--- src/capture_cfg_pkg.sv ---
package capture_cfg_pkg;
  // ----------------------------------------------------------------
  // Register byte offsets
  // ----------------------------------------------------------------
  localparam logic [11:0] OFS_SRC_STD = 12'h004;
  localparam logic [11:0] OFS_DROP = 12'h008;
  localparam logic [11:0] OFS_E_UPPER = 12'h00C;
  localparam logic [11:0] OFS_E_VSTART = 12'h010;
  localparam logic [11:0] OFS_E_VLINES = 12'h014;
  localparam logic [11:0] OFS_E_HSTART = 12'h018;
  localparam logic [11:0] OFS_E_HPIXELS = 12'h01C;
  localparam logic [11:0] OFS_O_UPPER = 12'h08C;
  localparam logic [11:0] OFS_O_VSTART = 12'h090;
  localparam logic [11:0] OFS_O_VLINES = 12'h094;
  localparam logic [11:0] OFS_O_HSTART = 12'h098;
  localparam logic [11:0] OFS_O_HPIXELS = 12'h09C;

  // ----------------------------------------------------------------
  // Reset values
  // ----------------------------------------------------------------
  localparam logic [7:0] RST_SRC_STD = 8'h58;
  localparam logic [7:0] RST_DROP = 8'h00;
  localparam logic [7:0] RST_UPPER = 8'h12;
  localparam logic [7:0] RST_VSTART_LO = 8'h16;
  localparam logic [7:0] RST_VLINES_LO = 8'hE0;
  localparam logic [7:0] RST_HSTART_LO = 8'h78;
  localparam logic [7:0] RST_HPIXELS_LO = 8'h80;

  // ----------------------------------------------------------------
  // Field positions
  // ----------------------------------------------------------------
  localparam int SRC_LSB = 5;
  localparam int OSC_LSB = 3;
  localparam int STD_LSB = 0;
  localparam int VS_UP_LSB = 6;
  localparam int VL_UP_LSB = 4;
  localparam int HS_UP_LSB = 2;
  localparam int HP_UP_LSB = 0;
  localparam logic [7:0] VS_UP_MASK = 8'hC0;
  localparam int DROP_UNIT_BIT = 7;
  localparam int DROP_PHASE_BIT = 6;
  localparam int DROP_COUNT_LSB = 0;
  localparam int EVEN_IX = 0;
  localparam int ODD_IX = 1;

  // ----------------------------------------------------------------
  // Codes and counts
  // ----------------------------------------------------------------
  localparam logic [1:0] SRC_IN3 = 2'h0;
  localparam logic [1:0] SRC_IN2 = 2'h1;
  localparam logic [1:0] SRC_IN0 = 2'h2;
  localparam logic [1:0] SRC_IN1 = 2'h3;
  localparam logic [1:0] OSC_PORT0 = 2'h1;
  localparam logic [1:0] OSC_PORT1 = 2'h2;
  localparam logic [1:0] OSC_AUTO = 2'h3;
  localparam logic [2:0] STD_AUTO = 3'h0;
  localparam logic [2:0] STD_NTSC_M = 3'h1;
  localparam logic [2:0] STD_PAL_BDGHI = 3'h3;
  localparam logic [2:0] STD_PAL_NCOMB = 3'h7;
  localparam logic [6:0] PERIOD_525 = 7'h3C;
  localparam logic [6:0] PERIOD_625 = 7'h32;
  localparam logic [9:0] LINE_SPLIT = 10'h120;
  localparam logic [4:0] RUN_LAST = 5'h1F;
  localparam logic VARIANT_ENHANCED = 1'b1;
endpackage

--- src/drop_sched_if.sv ---
`timescale 1ns/1ns
interface drop_sched_if;
  logic unit_tick;
  logic field_even;
  logic frame_mode;
  logic first_even;
  logic [5:0] count;
  logic long_format;
  logic drop;
  modport ctrl(output unit_tick, field_even, frame_mode, first_even,
    output count, long_format, input drop);
  modport sched(input unit_tick, field_even, frame_mode, first_even,
    input count, long_format, output drop);
endinterface

--- src/drop_scheduler.sv ---
`timescale 1ns/1ns
module drop_scheduler (
  input wire logic clk_i,
  input wire logic reset_i,
  drop_sched_if.sched dsi
);
  import capture_cfg_pkg::*;

  typedef struct packed {
    logic [6:0] acc;
    logic armed;
    logic second;
    logic drop;
  } sched_state_t;

  sched_state_t st_reg;
  sched_state_t st_next;
  logic [6:0] period;
  logic [6:0] sum;

  // ----------------------------------------------------------------
  // Field and frame drop decision
  // ----------------------------------------------------------------
  // Error accumulator spreads drops evenly instead of in bursts
  always_comb begin
    st_next = st_reg;
    period = dsi.long_format ? PERIOD_625 : PERIOD_525; // [RL10]
    sum = st_reg.acc + {1'b0, dsi.count};
    if (reset_i) begin
      st_next = '0;
    end else if (dsi.unit_tick) begin
      if (dsi.count == '0) begin
        st_next = '0; // [RL11]
      end else if (!st_reg.armed) begin
        if (dsi.field_even == dsi.first_even) begin
          st_next.armed = 1'b1; // [RL9]
          // Start as if a drop just wrapped: next one a full spacing later
          st_next.acc = '0;
          st_next.drop = 1'b1;
          st_next.second = 1'b1;
        end
      end else if (dsi.frame_mode && st_reg.second) begin
        st_next.second = 1'b0; // [RL8]
      end else begin
        st_next.second = 1'b1;
        st_next.drop = sum >= period; // [RL21]
        st_next.acc = (sum >= period) ? sum - period : sum;
        if (st_next.acc >= period) begin
          st_next.acc = period - 7'h01;
        end
      end
    end
  end

  always_ff @(posedge clk_i) begin
    st_reg <= st_next;
  end

  assign dsi.drop = st_reg.drop;
endmodule // drop_scheduler

--- src/capture_cfg_regs.sv ---
`timescale 1ns/1ns
//Contract
//(RL1) Software writes zero to reserved bit seven
//(RL2) Source codes 01,10,11 pick inputs 2,0,1
//(RL3) Code 00 picks input 3 on enhanced
//(RL4) Oscillator select decode; auto needs code 11
//(RL5) Standard field decodes seven named standards
//(RL6) Auto standard follows detected line-count flag
//(RL7) Code 111 selects PAL N-combination, enhanced
//(RL8) Drop unit bit: frames or fields
//(RL9) Phase bit picks first dropped field parity
//(RL10) Drop count per 60 or 50 units
//(RL11) Zero drop count passes every field
//(RL12) Upper register packs four two-bit fields
//(RL13) Vertical start upper bits swap even/odd address
//(RL14) Vertical start offset is ten bits
//(RL15) Vertical line count is ten bits
//(RL16) Horizontal start counts pixels from strobe fall
//(RL17) Emit programmed pixel count per line
//(RL18) Even/odd copies follow internal field signal
//(RL19) Line flag changes after 32 equal fields
//(RL20) Data on lowest byte lane only
//(RL21) Spread drops evenly across each period
module capture_cfg_regs #(
  parameter logic ENHANCED = capture_cfg_pkg::VARIANT_ENHANCED
) (
  input wire logic clk_i,
  input wire logic reset_i,
  input wire logic reg_write_i,
  input wire logic reg_read_i,
  input wire logic [11:0] reg_addr_i,
  input wire logic [3:0] reg_byte_en_i,
  input wire logic [31:0] reg_wdata_i,
  output logic [31:0] reg_rdata_o,
  input wire logic field_i,
  input wire logic vert_strobe_i,
  input wire logic horiz_strobe_i,
  input wire logic pixel_strobe_i,
  output logic [1:0] selected_video_out_o,
  output logic source_valid_o,
  output logic oscillator_port_0_o,
  output logic oscillator_port_1_o,
  output logic oscillator_auto_o,
  output logic [2:0] standard_o,
  output logic standard_valid_o,
  output logic line_count_flag_o,
  output logic drop_field_o,
  output logic [9:0] vertical_start_offset_o,
  output logic [9:0] vertical_line_count_o,
  output logic [9:0] horizontal_start_offset_o,
  output logic [9:0] horizontal_pixel_count_o,
  output logic active_pixel_o
);
  import capture_cfg_pkg::*;

  typedef struct packed {
    logic [7:0] src_std;
    logic [7:0] drop_ctl;
    logic [1:0][7:0] upper;
    logic [1:0][7:0] vs_lo;
    logic [1:0][7:0] vl_lo;
    logic [1:0][7:0] hs_lo;
    logic [1:0][7:0] hp_lo;
    logic [31:0] rdata;
    logic vs_prev;
    logic hs_prev;
    logic [9:0] line_cnt;
    logic long_flag;
    logic [4:0] run;
    logic [9:0] pix_cnt;
    logic tick;
    logic [1:0] src_idx;
    logic src_ok;
    logic osc0;
    logic osc1;
    logic osc_auto;
    logic [2:0] std;
    logic std_ok;
    logic [9:0] vstart;
    logic [9:0] vlines;
    logic [9:0] hstart;
    logic [9:0] hpixels;
    logic active;
  } cfg_state_t;

  cfg_state_t st_reg;
  cfg_state_t st_next;
  logic wr_lane0;
  logic [9:0] word;
  logic [7:0] wd;
  logic [7:0] rd_byte;
  logic fi;
  logic is_long;
  logic [10:0] win_end;
  logic [1:0] src_code;
  logic [1:0] osc_code;
  logic [2:0] std_code;

  drop_sched_if dsi ();

  // ----------------------------------------------------------------
  // Register access and video timing
  // ----------------------------------------------------------------
  always_comb begin
    st_next = st_reg;
    st_next.tick = 1'b0;
    st_next.rdata = '0;
    word = reg_addr_i[11:2];
    wd = reg_wdata_i[7:0];
    wr_lane0 = reg_write_i && reg_byte_en_i[0]; // [RL20]
    fi = field_i ? 1'(EVEN_IX) : 1'(ODD_IX);
    is_long = st_reg.line_cnt > LINE_SPLIT;
    win_end = {1'b0, st_reg.hstart} + {1'b0, st_reg.hpixels};
    src_code = st_reg.src_std[SRC_LSB +: 2];
    osc_code = st_reg.src_std[OSC_LSB +: 2];
    std_code = st_reg.src_std[STD_LSB +: 3];
    // Write side; bit 7 of the source register is stored as given
    if (wr_lane0) begin
      case (word)
        OFS_SRC_STD[11:2]: st_next.src_std = wd; // [RL1]
        OFS_DROP[11:2]: st_next.drop_ctl = wd;
        // Vertical start upper bits land in the other field's copy
        OFS_E_UPPER[11:2]: begin
          st_next.upper[EVEN_IX] = (st_reg.upper[EVEN_IX] & VS_UP_MASK)
            | (wd & ~VS_UP_MASK); // [RL12]
          st_next.upper[ODD_IX] = (st_reg.upper[ODD_IX] & ~VS_UP_MASK)
            | (wd & VS_UP_MASK); // [RL13]
        end
        OFS_O_UPPER[11:2]: begin
          st_next.upper[ODD_IX] = (st_reg.upper[ODD_IX] & VS_UP_MASK)
            | (wd & ~VS_UP_MASK);
          st_next.upper[EVEN_IX] = (st_reg.upper[EVEN_IX] & ~VS_UP_MASK)
            | (wd & VS_UP_MASK); // [RL13]
        end
        OFS_E_VSTART[11:2]: st_next.vs_lo[EVEN_IX] = wd;
        OFS_O_VSTART[11:2]: st_next.vs_lo[ODD_IX] = wd;
        OFS_E_VLINES[11:2]: st_next.vl_lo[EVEN_IX] = wd;
        OFS_O_VLINES[11:2]: st_next.vl_lo[ODD_IX] = wd;
        OFS_E_HSTART[11:2]: st_next.hs_lo[EVEN_IX] = wd;
        OFS_O_HSTART[11:2]: st_next.hs_lo[ODD_IX] = wd;
        OFS_E_HPIXELS[11:2]: st_next.hp_lo[EVEN_IX] = wd;
        OFS_O_HPIXELS[11:2]: st_next.hp_lo[ODD_IX] = wd;
        default: ;
      endcase
    end
    // Read side; readback of upper bits matches the write address
    case (word)
      OFS_SRC_STD[11:2]: rd_byte = st_reg.src_std;
      OFS_DROP[11:2]: rd_byte = st_reg.drop_ctl;
      OFS_E_UPPER[11:2]: rd_byte = {st_reg.upper[ODD_IX][7:6],
        st_reg.upper[EVEN_IX][5:0]};
      OFS_O_UPPER[11:2]: rd_byte = {st_reg.upper[EVEN_IX][7:6],
        st_reg.upper[ODD_IX][5:0]};
      OFS_E_VSTART[11:2]: rd_byte = st_reg.vs_lo[EVEN_IX];
      OFS_O_VSTART[11:2]: rd_byte = st_reg.vs_lo[ODD_IX];
      OFS_E_VLINES[11:2]: rd_byte = st_reg.vl_lo[EVEN_IX];
      OFS_O_VLINES[11:2]: rd_byte = st_reg.vl_lo[ODD_IX];
      OFS_E_HSTART[11:2]: rd_byte = st_reg.hs_lo[EVEN_IX];
      OFS_O_HSTART[11:2]: rd_byte = st_reg.hs_lo[ODD_IX];
      OFS_E_HPIXELS[11:2]: rd_byte = st_reg.hp_lo[EVEN_IX];
      OFS_O_HPIXELS[11:2]: rd_byte = st_reg.hp_lo[ODD_IX];
      default: rd_byte = 8'h00;
    endcase
    if (reg_read_i) begin
      st_next.rdata = {24'h000000, rd_byte}; // [RL20]
    end
    // Line and pixel counting against the timing strobes
    st_next.vs_prev = vert_strobe_i;
    st_next.hs_prev = horiz_strobe_i;
    if (st_reg.hs_prev && !horiz_strobe_i) begin
      st_next.pix_cnt = '0; // [RL16]
      st_next.line_cnt = st_reg.line_cnt + 10'h001;
    end else if (pixel_strobe_i) begin
      st_next.pix_cnt = st_reg.pix_cnt + 10'h001;
    end
    // Field end: classify line count, flag moves after a full run
    if (st_reg.vs_prev && !vert_strobe_i) begin
      st_next.tick = 1'b1;
      st_next.line_cnt = '0;
      if (is_long == st_reg.long_flag) begin
        st_next.run = '0;
      end else if (st_reg.run == RUN_LAST) begin
        st_next.long_flag = is_long; // [RL19]
        st_next.run = '0;
      end else begin
        st_next.run = st_reg.run + 5'h01;
      end
    end
    // Input source decode
    st_next.src_ok = 1'b1;
    case (src_code)
      SRC_IN2: st_next.src_idx = 2'h2; // [RL2]
      SRC_IN0: st_next.src_idx = 2'h0;
      SRC_IN1: st_next.src_idx = 2'h1;
      default: begin
        st_next.src_idx = 2'h3; // [RL3]
        st_next.src_ok = ENHANCED;
      end
    endcase
    // Oscillator decode; reserved code falls back to port 0
    st_next.osc_auto = osc_code == OSC_AUTO; // [RL4]
    st_next.osc1 = osc_code == OSC_PORT1 ||
      (osc_code == OSC_AUTO && st_reg.long_flag);
    st_next.osc0 = !st_next.osc1;
    // Standard decode
    st_next.std = std_code; // [RL5]
    st_next.std_ok = 1'b1;
    if (std_code == STD_AUTO) begin
      st_next.std = st_reg.long_flag ? STD_PAL_BDGHI : STD_NTSC_M; // [RL6]
    end else if (std_code == STD_PAL_NCOMB) begin
      st_next.std_ok = ENHANCED; // [RL7]
    end
    // Window values for the field now running
    st_next.vstart = {st_reg.upper[fi][VS_UP_LSB +: 2],
      st_reg.vs_lo[fi]}; // [RL14] [RL18]
    st_next.vlines = {st_reg.upper[fi][VL_UP_LSB +: 2],
      st_reg.vl_lo[fi]}; // [RL15]
    st_next.hstart = {st_reg.upper[fi][HS_UP_LSB +: 2], st_reg.hs_lo[fi]};
    st_next.hpixels = {st_reg.upper[fi][HP_UP_LSB +: 2], st_reg.hp_lo[fi]};
    st_next.active = pixel_strobe_i && st_reg.pix_cnt >= st_reg.hstart
      && {1'b0, st_reg.pix_cnt} < win_end; // [RL17]
    if (reset_i) begin
      st_next = '0;
      st_next.src_std = RST_SRC_STD;
      st_next.drop_ctl = RST_DROP;
      st_next.upper = {2{RST_UPPER}};
      st_next.vs_lo = {2{RST_VSTART_LO}};
      st_next.vl_lo = {2{RST_VLINES_LO}};
      st_next.hs_lo = {2{RST_HSTART_LO}};
      st_next.hp_lo = {2{RST_HPIXELS_LO}};
    end
  end

  always_ff @(posedge clk_i) begin
    st_reg <= st_next;
  end

  // ----------------------------------------------------------------
  // Drop scheduling
  // ----------------------------------------------------------------
  assign dsi.unit_tick = st_reg.tick;
  assign dsi.field_even = field_i;
  assign dsi.frame_mode = !st_reg.drop_ctl[DROP_UNIT_BIT]; // [RL8]
  assign dsi.first_even = st_reg.drop_ctl[DROP_PHASE_BIT]; // [RL9]
  assign dsi.count = st_reg.drop_ctl[DROP_COUNT_LSB +: 6]; // [RL10]
  assign dsi.long_format = st_reg.long_flag;

  drop_scheduler u_sched (
    .clk_i(clk_i),
    .reset_i(reset_i),
    .dsi(dsi.sched)
  );

  // Outputs straight from the state flops
  assign reg_rdata_o = st_reg.rdata;
  assign selected_video_out_o = st_reg.src_idx;
  assign source_valid_o = st_reg.src_ok;
  assign oscillator_port_0_o = st_reg.osc0;
  assign oscillator_port_1_o = st_reg.osc1;
  assign oscillator_auto_o = st_reg.osc_auto;
  assign standard_o = st_reg.std;
  assign standard_valid_o = st_reg.std_ok;
  assign line_count_flag_o = st_reg.long_flag;
  assign drop_field_o = dsi.drop;
  assign vertical_start_offset_o = st_reg.vstart;
  assign vertical_line_count_o = st_reg.vlines;
  assign horizontal_start_offset_o = st_reg.hstart;
  assign horizontal_pixel_count_o = st_reg.hpixels;
  assign active_pixel_o = st_reg.active;
endmodule // capture_cfg_regs

--- config.mk ---
export PLATFORM = sky130hd
export DESIGN_NAME = capture_cfg_regs
export DESIGN_NICKNAME = d
export VERILOG_FILES = /design/src/capture_cfg_pkg.sv /design/src/drop_sched_if.sv /design/src/drop_scheduler.sv /design/src/capture_cfg_regs.sv
export SDC_FILE = /design/constraint.sdc
export NUM_CORES = 1
export LEC_CHECK = 0
export ABC_CLOCK_PERIOD_IN_PS = 11300
export BUFFER_PORTS_ARGS = -buffer_cell sky130_fd_sc_hd__buf_2
export CORE_MARGIN = 3
export CORE_UTILIZATION = 62
export DETAILED_ROUTE_END_ITERATION = 7
export GPL_ROUTABILITY_DRIVEN = 0
export PLACE_DENSITY = 0.83
export SLEW_MARGIN = 20
export SYNTH_ARGS = -nofsm -noshare
export SYNTH_HDL_FRONTEND = slang
export SYNTH_SLANG_ARGS = --single-unit
export TNS_END_PERCENT = 50
--- constraint.sdc ---
create_clock -name clk_i -period 11.3 [get_ports clk_i]
set_clock_uncertainty 0.2 [all_clocks]
set_input_delay 1.13 -clock clk_i [delete_from_list [all_inputs] [get_ports clk_i]]
set_output_delay 1.13 -clock clk_i [all_outputs]
set_load 0.05 [all_outputs]
==> Word level (Yosys, flattened, before mapping) <==
Index checks and enable logic that the tools add are counted.
{ "word_totals": {"regBits": 218, "output_inout_bits": 85} }
{ "classes": {"add_sub_neg": 7, "order_cmp": 6, "eq_ne": 21, "mux": 31, "bitwise": 6, "n_reduce_logical": 33} }
{ "op_table": {"columns": ["cell", "count"], "rows": [
  ["case mux 8 bit (12 select lines)", 1],
  ["2-to-1 mux 8 bit", 10],
  ["equality test 10 x 6 -> 1 bit (second input constant)", 5],
  ["2-to-1 mux 49 bit", 1],
  ["equality test 10 x 3 -> 1 bit (second input constant)", 4],
  ["case mux 16 bit (2 select lines)", 1],
  ["2-to-1 mux 7 bit", 4],
  ["AND reduction 2 bit", 12],
  ["adder 10 x 1 -> 10 bit (second input constant)", 2],
  ["equality test 10 x 2 -> 1 bit (second input constant)", 2],
  ["2-to-1 mux 10 bit", 2],
  ["bitwise OR 6 x 8 -> 8 bit", 2],
  ["bitwise OR 8 x 6 -> 8 bit", 2],
  [">= comparator 7 bit", 2],
  ["adder 10 x 10 -> 11 bit", 1],
  ["less-than comparator 10 x 11 -> 1 bit", 1],
  ["equality test 10 x 1 -> 1 bit (second input constant)", 1],
  [">= comparator 10 bit", 1],
  ["> comparator 10 x 9 -> 1 bit (second input constant)", 1],
  ["2-to-1 mux 5 bit", 2],
  ["equality test 2 bit (second input constant)", 4],
  ["adder 7 x 6 -> 7 bit", 1],
  ["logical AND 1 bit", 7],
  ["subtractor 7 x 1 -> 7 bit (second input constant)", 1],
  ["other kinds (21)", 34]
]} }

==> Logic depth before layout (Yosys ltp) <==
{ "logic_depth": {"depth_word": 8, "ltp_mapped": 19, "ltp_nobuf": 19} }

==> Cells and area by module <==
From an unflattened synthesis, not the netlist that was laid out.
{ "unflattened": {"hier_cells": 1156, "area_unflattened_um2": 10019.6} }
{ "modules_own_cells": {"columns": ["module", "n_inst", "cells_each", "area_each_um2", "seq_area_each_um2"], "rows": [
  ["capture_cfg_regs", 1, 1025, 8936.1, 3663.5],
  ["drop_scheduler", 1, 131, 1083.5, 200.2]
]} }

==> Worst setup path after synthesis <==
OpenSTA, ideal clock, no wires.
{ "synth_timing": {"path_kind": "reg-to-reg", "from": "reg st_reg (netlist bit dsi.count[0])", "to": "reg u_sched.st_reg[4] (netlist name)", "arrival_time_ns": 4.440, "t_required_ns": 11.005, "slack_ns": 6.564, "stages_incl_launch_ff": 19, "n_path_buf": 0, "cell_sequence": "dfxtp_1 > ha_1 > inv_1 > fa_1 > ha_1 > inv_1 > fa_1 > a21oi_2 > nand2_1 > a21oi_2 > mux2_2 > ha_1 > nand2b_1 > a21oi_1 > a211oi_1 > o21ai_0 > o221a_4 > or3_1 > o311ai_1"} }
{ "synth_via": {"elab_chain_cells": 8, "word_cells_on_any_way": 13, "classes_between": "2 x add/sub; 2 x order compare; 1 x eq/ne; 5 x mux; 3 x reduce/logical"} }
{ "synth_lines": {"columns": ["item", "line_no", "text"], "rows": [
  ["start, declared", "capture_cfg_regs.sv:86", "cfg_state_t st_reg;"],
  ["start signal, assigned", "capture_cfg_regs.sv:235", "st_reg <= st_next;"],
  ["adder 7 x 6 -> 7 bit", "drop_scheduler.sv:28", "sum = st_reg.acc + {1'b0, dsi.count};"],
  ["subtractor 7 bit / >= comparator 7 bit (equally long branches)", "drop_scheduler.sv:47", "st_next.acc = (sum >= period) ? sum - period : sum;"],
  ["2-to-1 mux 7 bit", "drop_scheduler.sv:47", null],
  [">= comparator 7 bit", "drop_scheduler.sv:48", "if (st_next.acc >= period) begin"],
  ["2-to-1 mux 7 bit", "drop_scheduler.sv:48", null],
  ["2-to-1 mux 7 bit", "drop_scheduler.sv:42", "end else if (dsi.frame_mode && st_reg.second) begin"],
  ["2-to-1 mux 7 bit", "drop_scheduler.sv:34", "end else if (!st_reg.armed) begin"],
  ["2-to-1 mux 10 bit", "drop_scheduler.sv:32", "if (dsi.count == '0) begin"],
  ["end signal, assigned", "drop_scheduler.sv:56", "st_reg <= st_next;"],
  ["end, declared", "drop_scheduler.sv:16", "sched_state_t st_reg;"]
]} }
Parallel ways exist; a longest one is shown, timed or not. The select of a mux whose other input is x is not followed.
A chain may end at the register's enable or synchronous reset.

==> Final worst setup path <==
Same ends and word-level chain as after synthesis.

==> results.toml <==
[run_status]
status = "completed"

[global_routing]
overflow = 0
antenna_found_initial = 0
grt_pass1_vias = 7603
grt_max_degree = 65
grt_util_all_layers = 0.268
grt_pass1_wl_um = 38300

[synth]
synth-edff-count = 0
netlist.top_cell.by_area = "dfxtp_1"
synthTopCellsByCount = "dfxtp_1 (193), nor2_1 (139), nand2_1 (122), mux2i_1 (118), buf_4 (79)"
synthArstFlopShare = 0
synthMostInstantiatedCell = "dfxtp_1"
ys_seq_area_frac = 0.385
synth_cells = 1144
synthDominantCellAreaShare = 0.385
synth_warnings = 0
synthFlopType = "dfxtp_1"
syn_area_sq_um = 10000
synthDistinctLibCells = 74
synth-seq-cells = 193
synth_area_leaders = "dfxtp_1 (39%), mux2i_1 (12%), ha_1 (6.0%), buf_4 (5.9%), nor2_1 (5.2%)"
synth.avg_cell_area_sq_um = 8.76

[power]
ir_worst_vdd_v = 0.000110
power_density_nw_per_um2 = 131
total_leakage_power_nw = 4.73
fin_total_pwr_mw = 1.39

[drt]
drc = 0
first_pass_iters = 5
vias_per_cell = 5.88
wl_per_cell_um = 17.3
drtIter0Drc = 745
vias = 8056
wl_um = 23700
antenna_left = 0

[floorplan]
fp.dieArea_sq_um = 17700
start_util = 0.648
io_pins = 141
die_w_um = 133
core_area_sq_um = 15500
fp.dieH_um = 133
row_count = 45

[sta]
slew_violations = 0
finalCriticalPeriod_ns = 5.37
fmax_mhz = 186
min_period_over_period = 0.475
setup-tns-final_ns = 0
rsz0062_at_grt = "no"
slew-limit-headroom = 0.387
finalHoldViolCount = 0
setup-violations-final = 0
hold_ws_ns = 0.261
tightest_slew_ns = 0.915

[setup_path]
r2r_slack_ns = 5.93
r2r-start = "dsi.count[0]"
crit_path_end_kind = "register"
critPathLaunch = "dsi.count[0]"
worstSetupStartpointType = "register"
worstPathMaxFanout = 8
crit_type = "reg -> reg"
arrival_ns = 5.51
cp_data_required_time_ns = 11.44
r2r_cells = 18

[cts]
cts-buffers-inserted = 17
cts_max_level = 4
clock_path_buffers = 2
clk_pin_slew_ns = 0.06
cts_resized = 0
cts_hold_repair.buffers = 0
root_buffer = "clkbuf_16"
clkLatencyLatePin_ns = 0.44
cts_tree = "built"
clock_sinks = 193
postCtsSetupRepairBufs = 0

[placed_design]
port_buffers = 87
dp_hpwl_um = 16600
placed_area_sq_um = 10100

[layout]
antenna_cells = 0
drive_gt1_frac = 0.128
nNetsFinal = 1256
largest_reg_flops = 112
design_area_sq_um = 10700
areaGrowthSynthToFinish_pct = 6.21

[run]
maxCapViolCount = 0

[min_path]
min_path_type = "reg -> reg"
hp-start = "u_sched.dsi.drop"
hold-path-cell-count = 2
## layout make-up
class | instances | area (sq um)
Multi-Input combinational cell | 814 | 5350
Fill cell | 1238 | 4830
Sequential cell | 193 | 3860
Timing Repair Buffer | 92 | 475
Clock buffer | 21 | 450
Tap cell | 211 | 264
Clock inverter | 9 | 133
Inverter | 31 | 116
## final timing paths
check                 endpoint
max          u_sched.st_reg[4]
min           u_sched.dsi.drop
max reg2reg  u_sched.st_reg[4]
min reg2reg   u_sched.dsi.drop
## critical path, cell delays in order, from the launching register on
cell	delay, ns
dfxtp_1	0.39
ha_1	0.23
inv_1	0.07
fa_1	0.53
ha_1	0.19
inv_1	0.06
fa_1	0.42
a21oi_2	0.37
nand2_1	0.14
a21oi_2	0.30
mux2_2	0.40
ha_1	0.27
nand2b_1	0.07
a21oi_1	0.06
a211oi_1	0.50
o21ai_0	0.19
o221a_4	0.30
or3_1	0.36
o311ai_1	0.22
## metrics by stage
stage               std cells   util  worst slack (ns)
finish                   1371  0.688              5.93
global route             1371  0.688              5.61
CTS                      1371  0.688              5.97
detailed placement       1341  0.650              5.97
global placement         1341  0.650              6.07
floorplan                1167      -              6.56
## layout by cell type (no fill, tap or decap), types with 4 or more instances in the layout
cell         n
dfxtp_1    193
nor3_1       4
a211oi_1     5
or3_1        6
nor3_2       5
buf_2       86
a21oi_1     61
a22oi_1     16
buf_4        6
nor2_1     139
nor4_1       4
a221oi_1     4
nand3_1     60
ha_1        48
nand2b_1    13
clkbuf_16   17
mux2i_1    118
xor2_1      22
and3_1      11
and2_1       5
inv_1       31
nor2b_1     13
o21ai_0     25
mux2_2       6
conb_1      24
nand2_1    122
nand4_1      6
a21o_1      13
xnor2_1      9
o22ai_1     10
## logic make-up (layout without fill, tap and decap cells)
group	count (synthesis)	count (layout)	synth area share
adders and majority gates	52	52	0.0669
xor gates and xnor gates	31	31	0.0271
muxes	124	124	0.125
buffers and inverters	160	153	0.0900
other	1	24	0.000374
AOI/OAI and AO/OA	175	175	0.116
DFF	193	193	0.385
and+or+nand+nor	408	408	0.190
## where the power goes
part           switching, mW  internal [mW]
Sequential           0.00315          0.685
Combinational         0.0751         0.0221
Clock                  0.253          0.352
Total                  0.331           1.06
## metal layers
metal	up-vias	share of wire	global-route usage
met5	-	0	0
met4	0	0.034	0.104
met3	68	0.069	0.0540
met2	339	0.48	0.459
met1	3787	0.41	0.333
li1	3862	-	-
No activity file was read; power rests on OpenSTA's default activity.
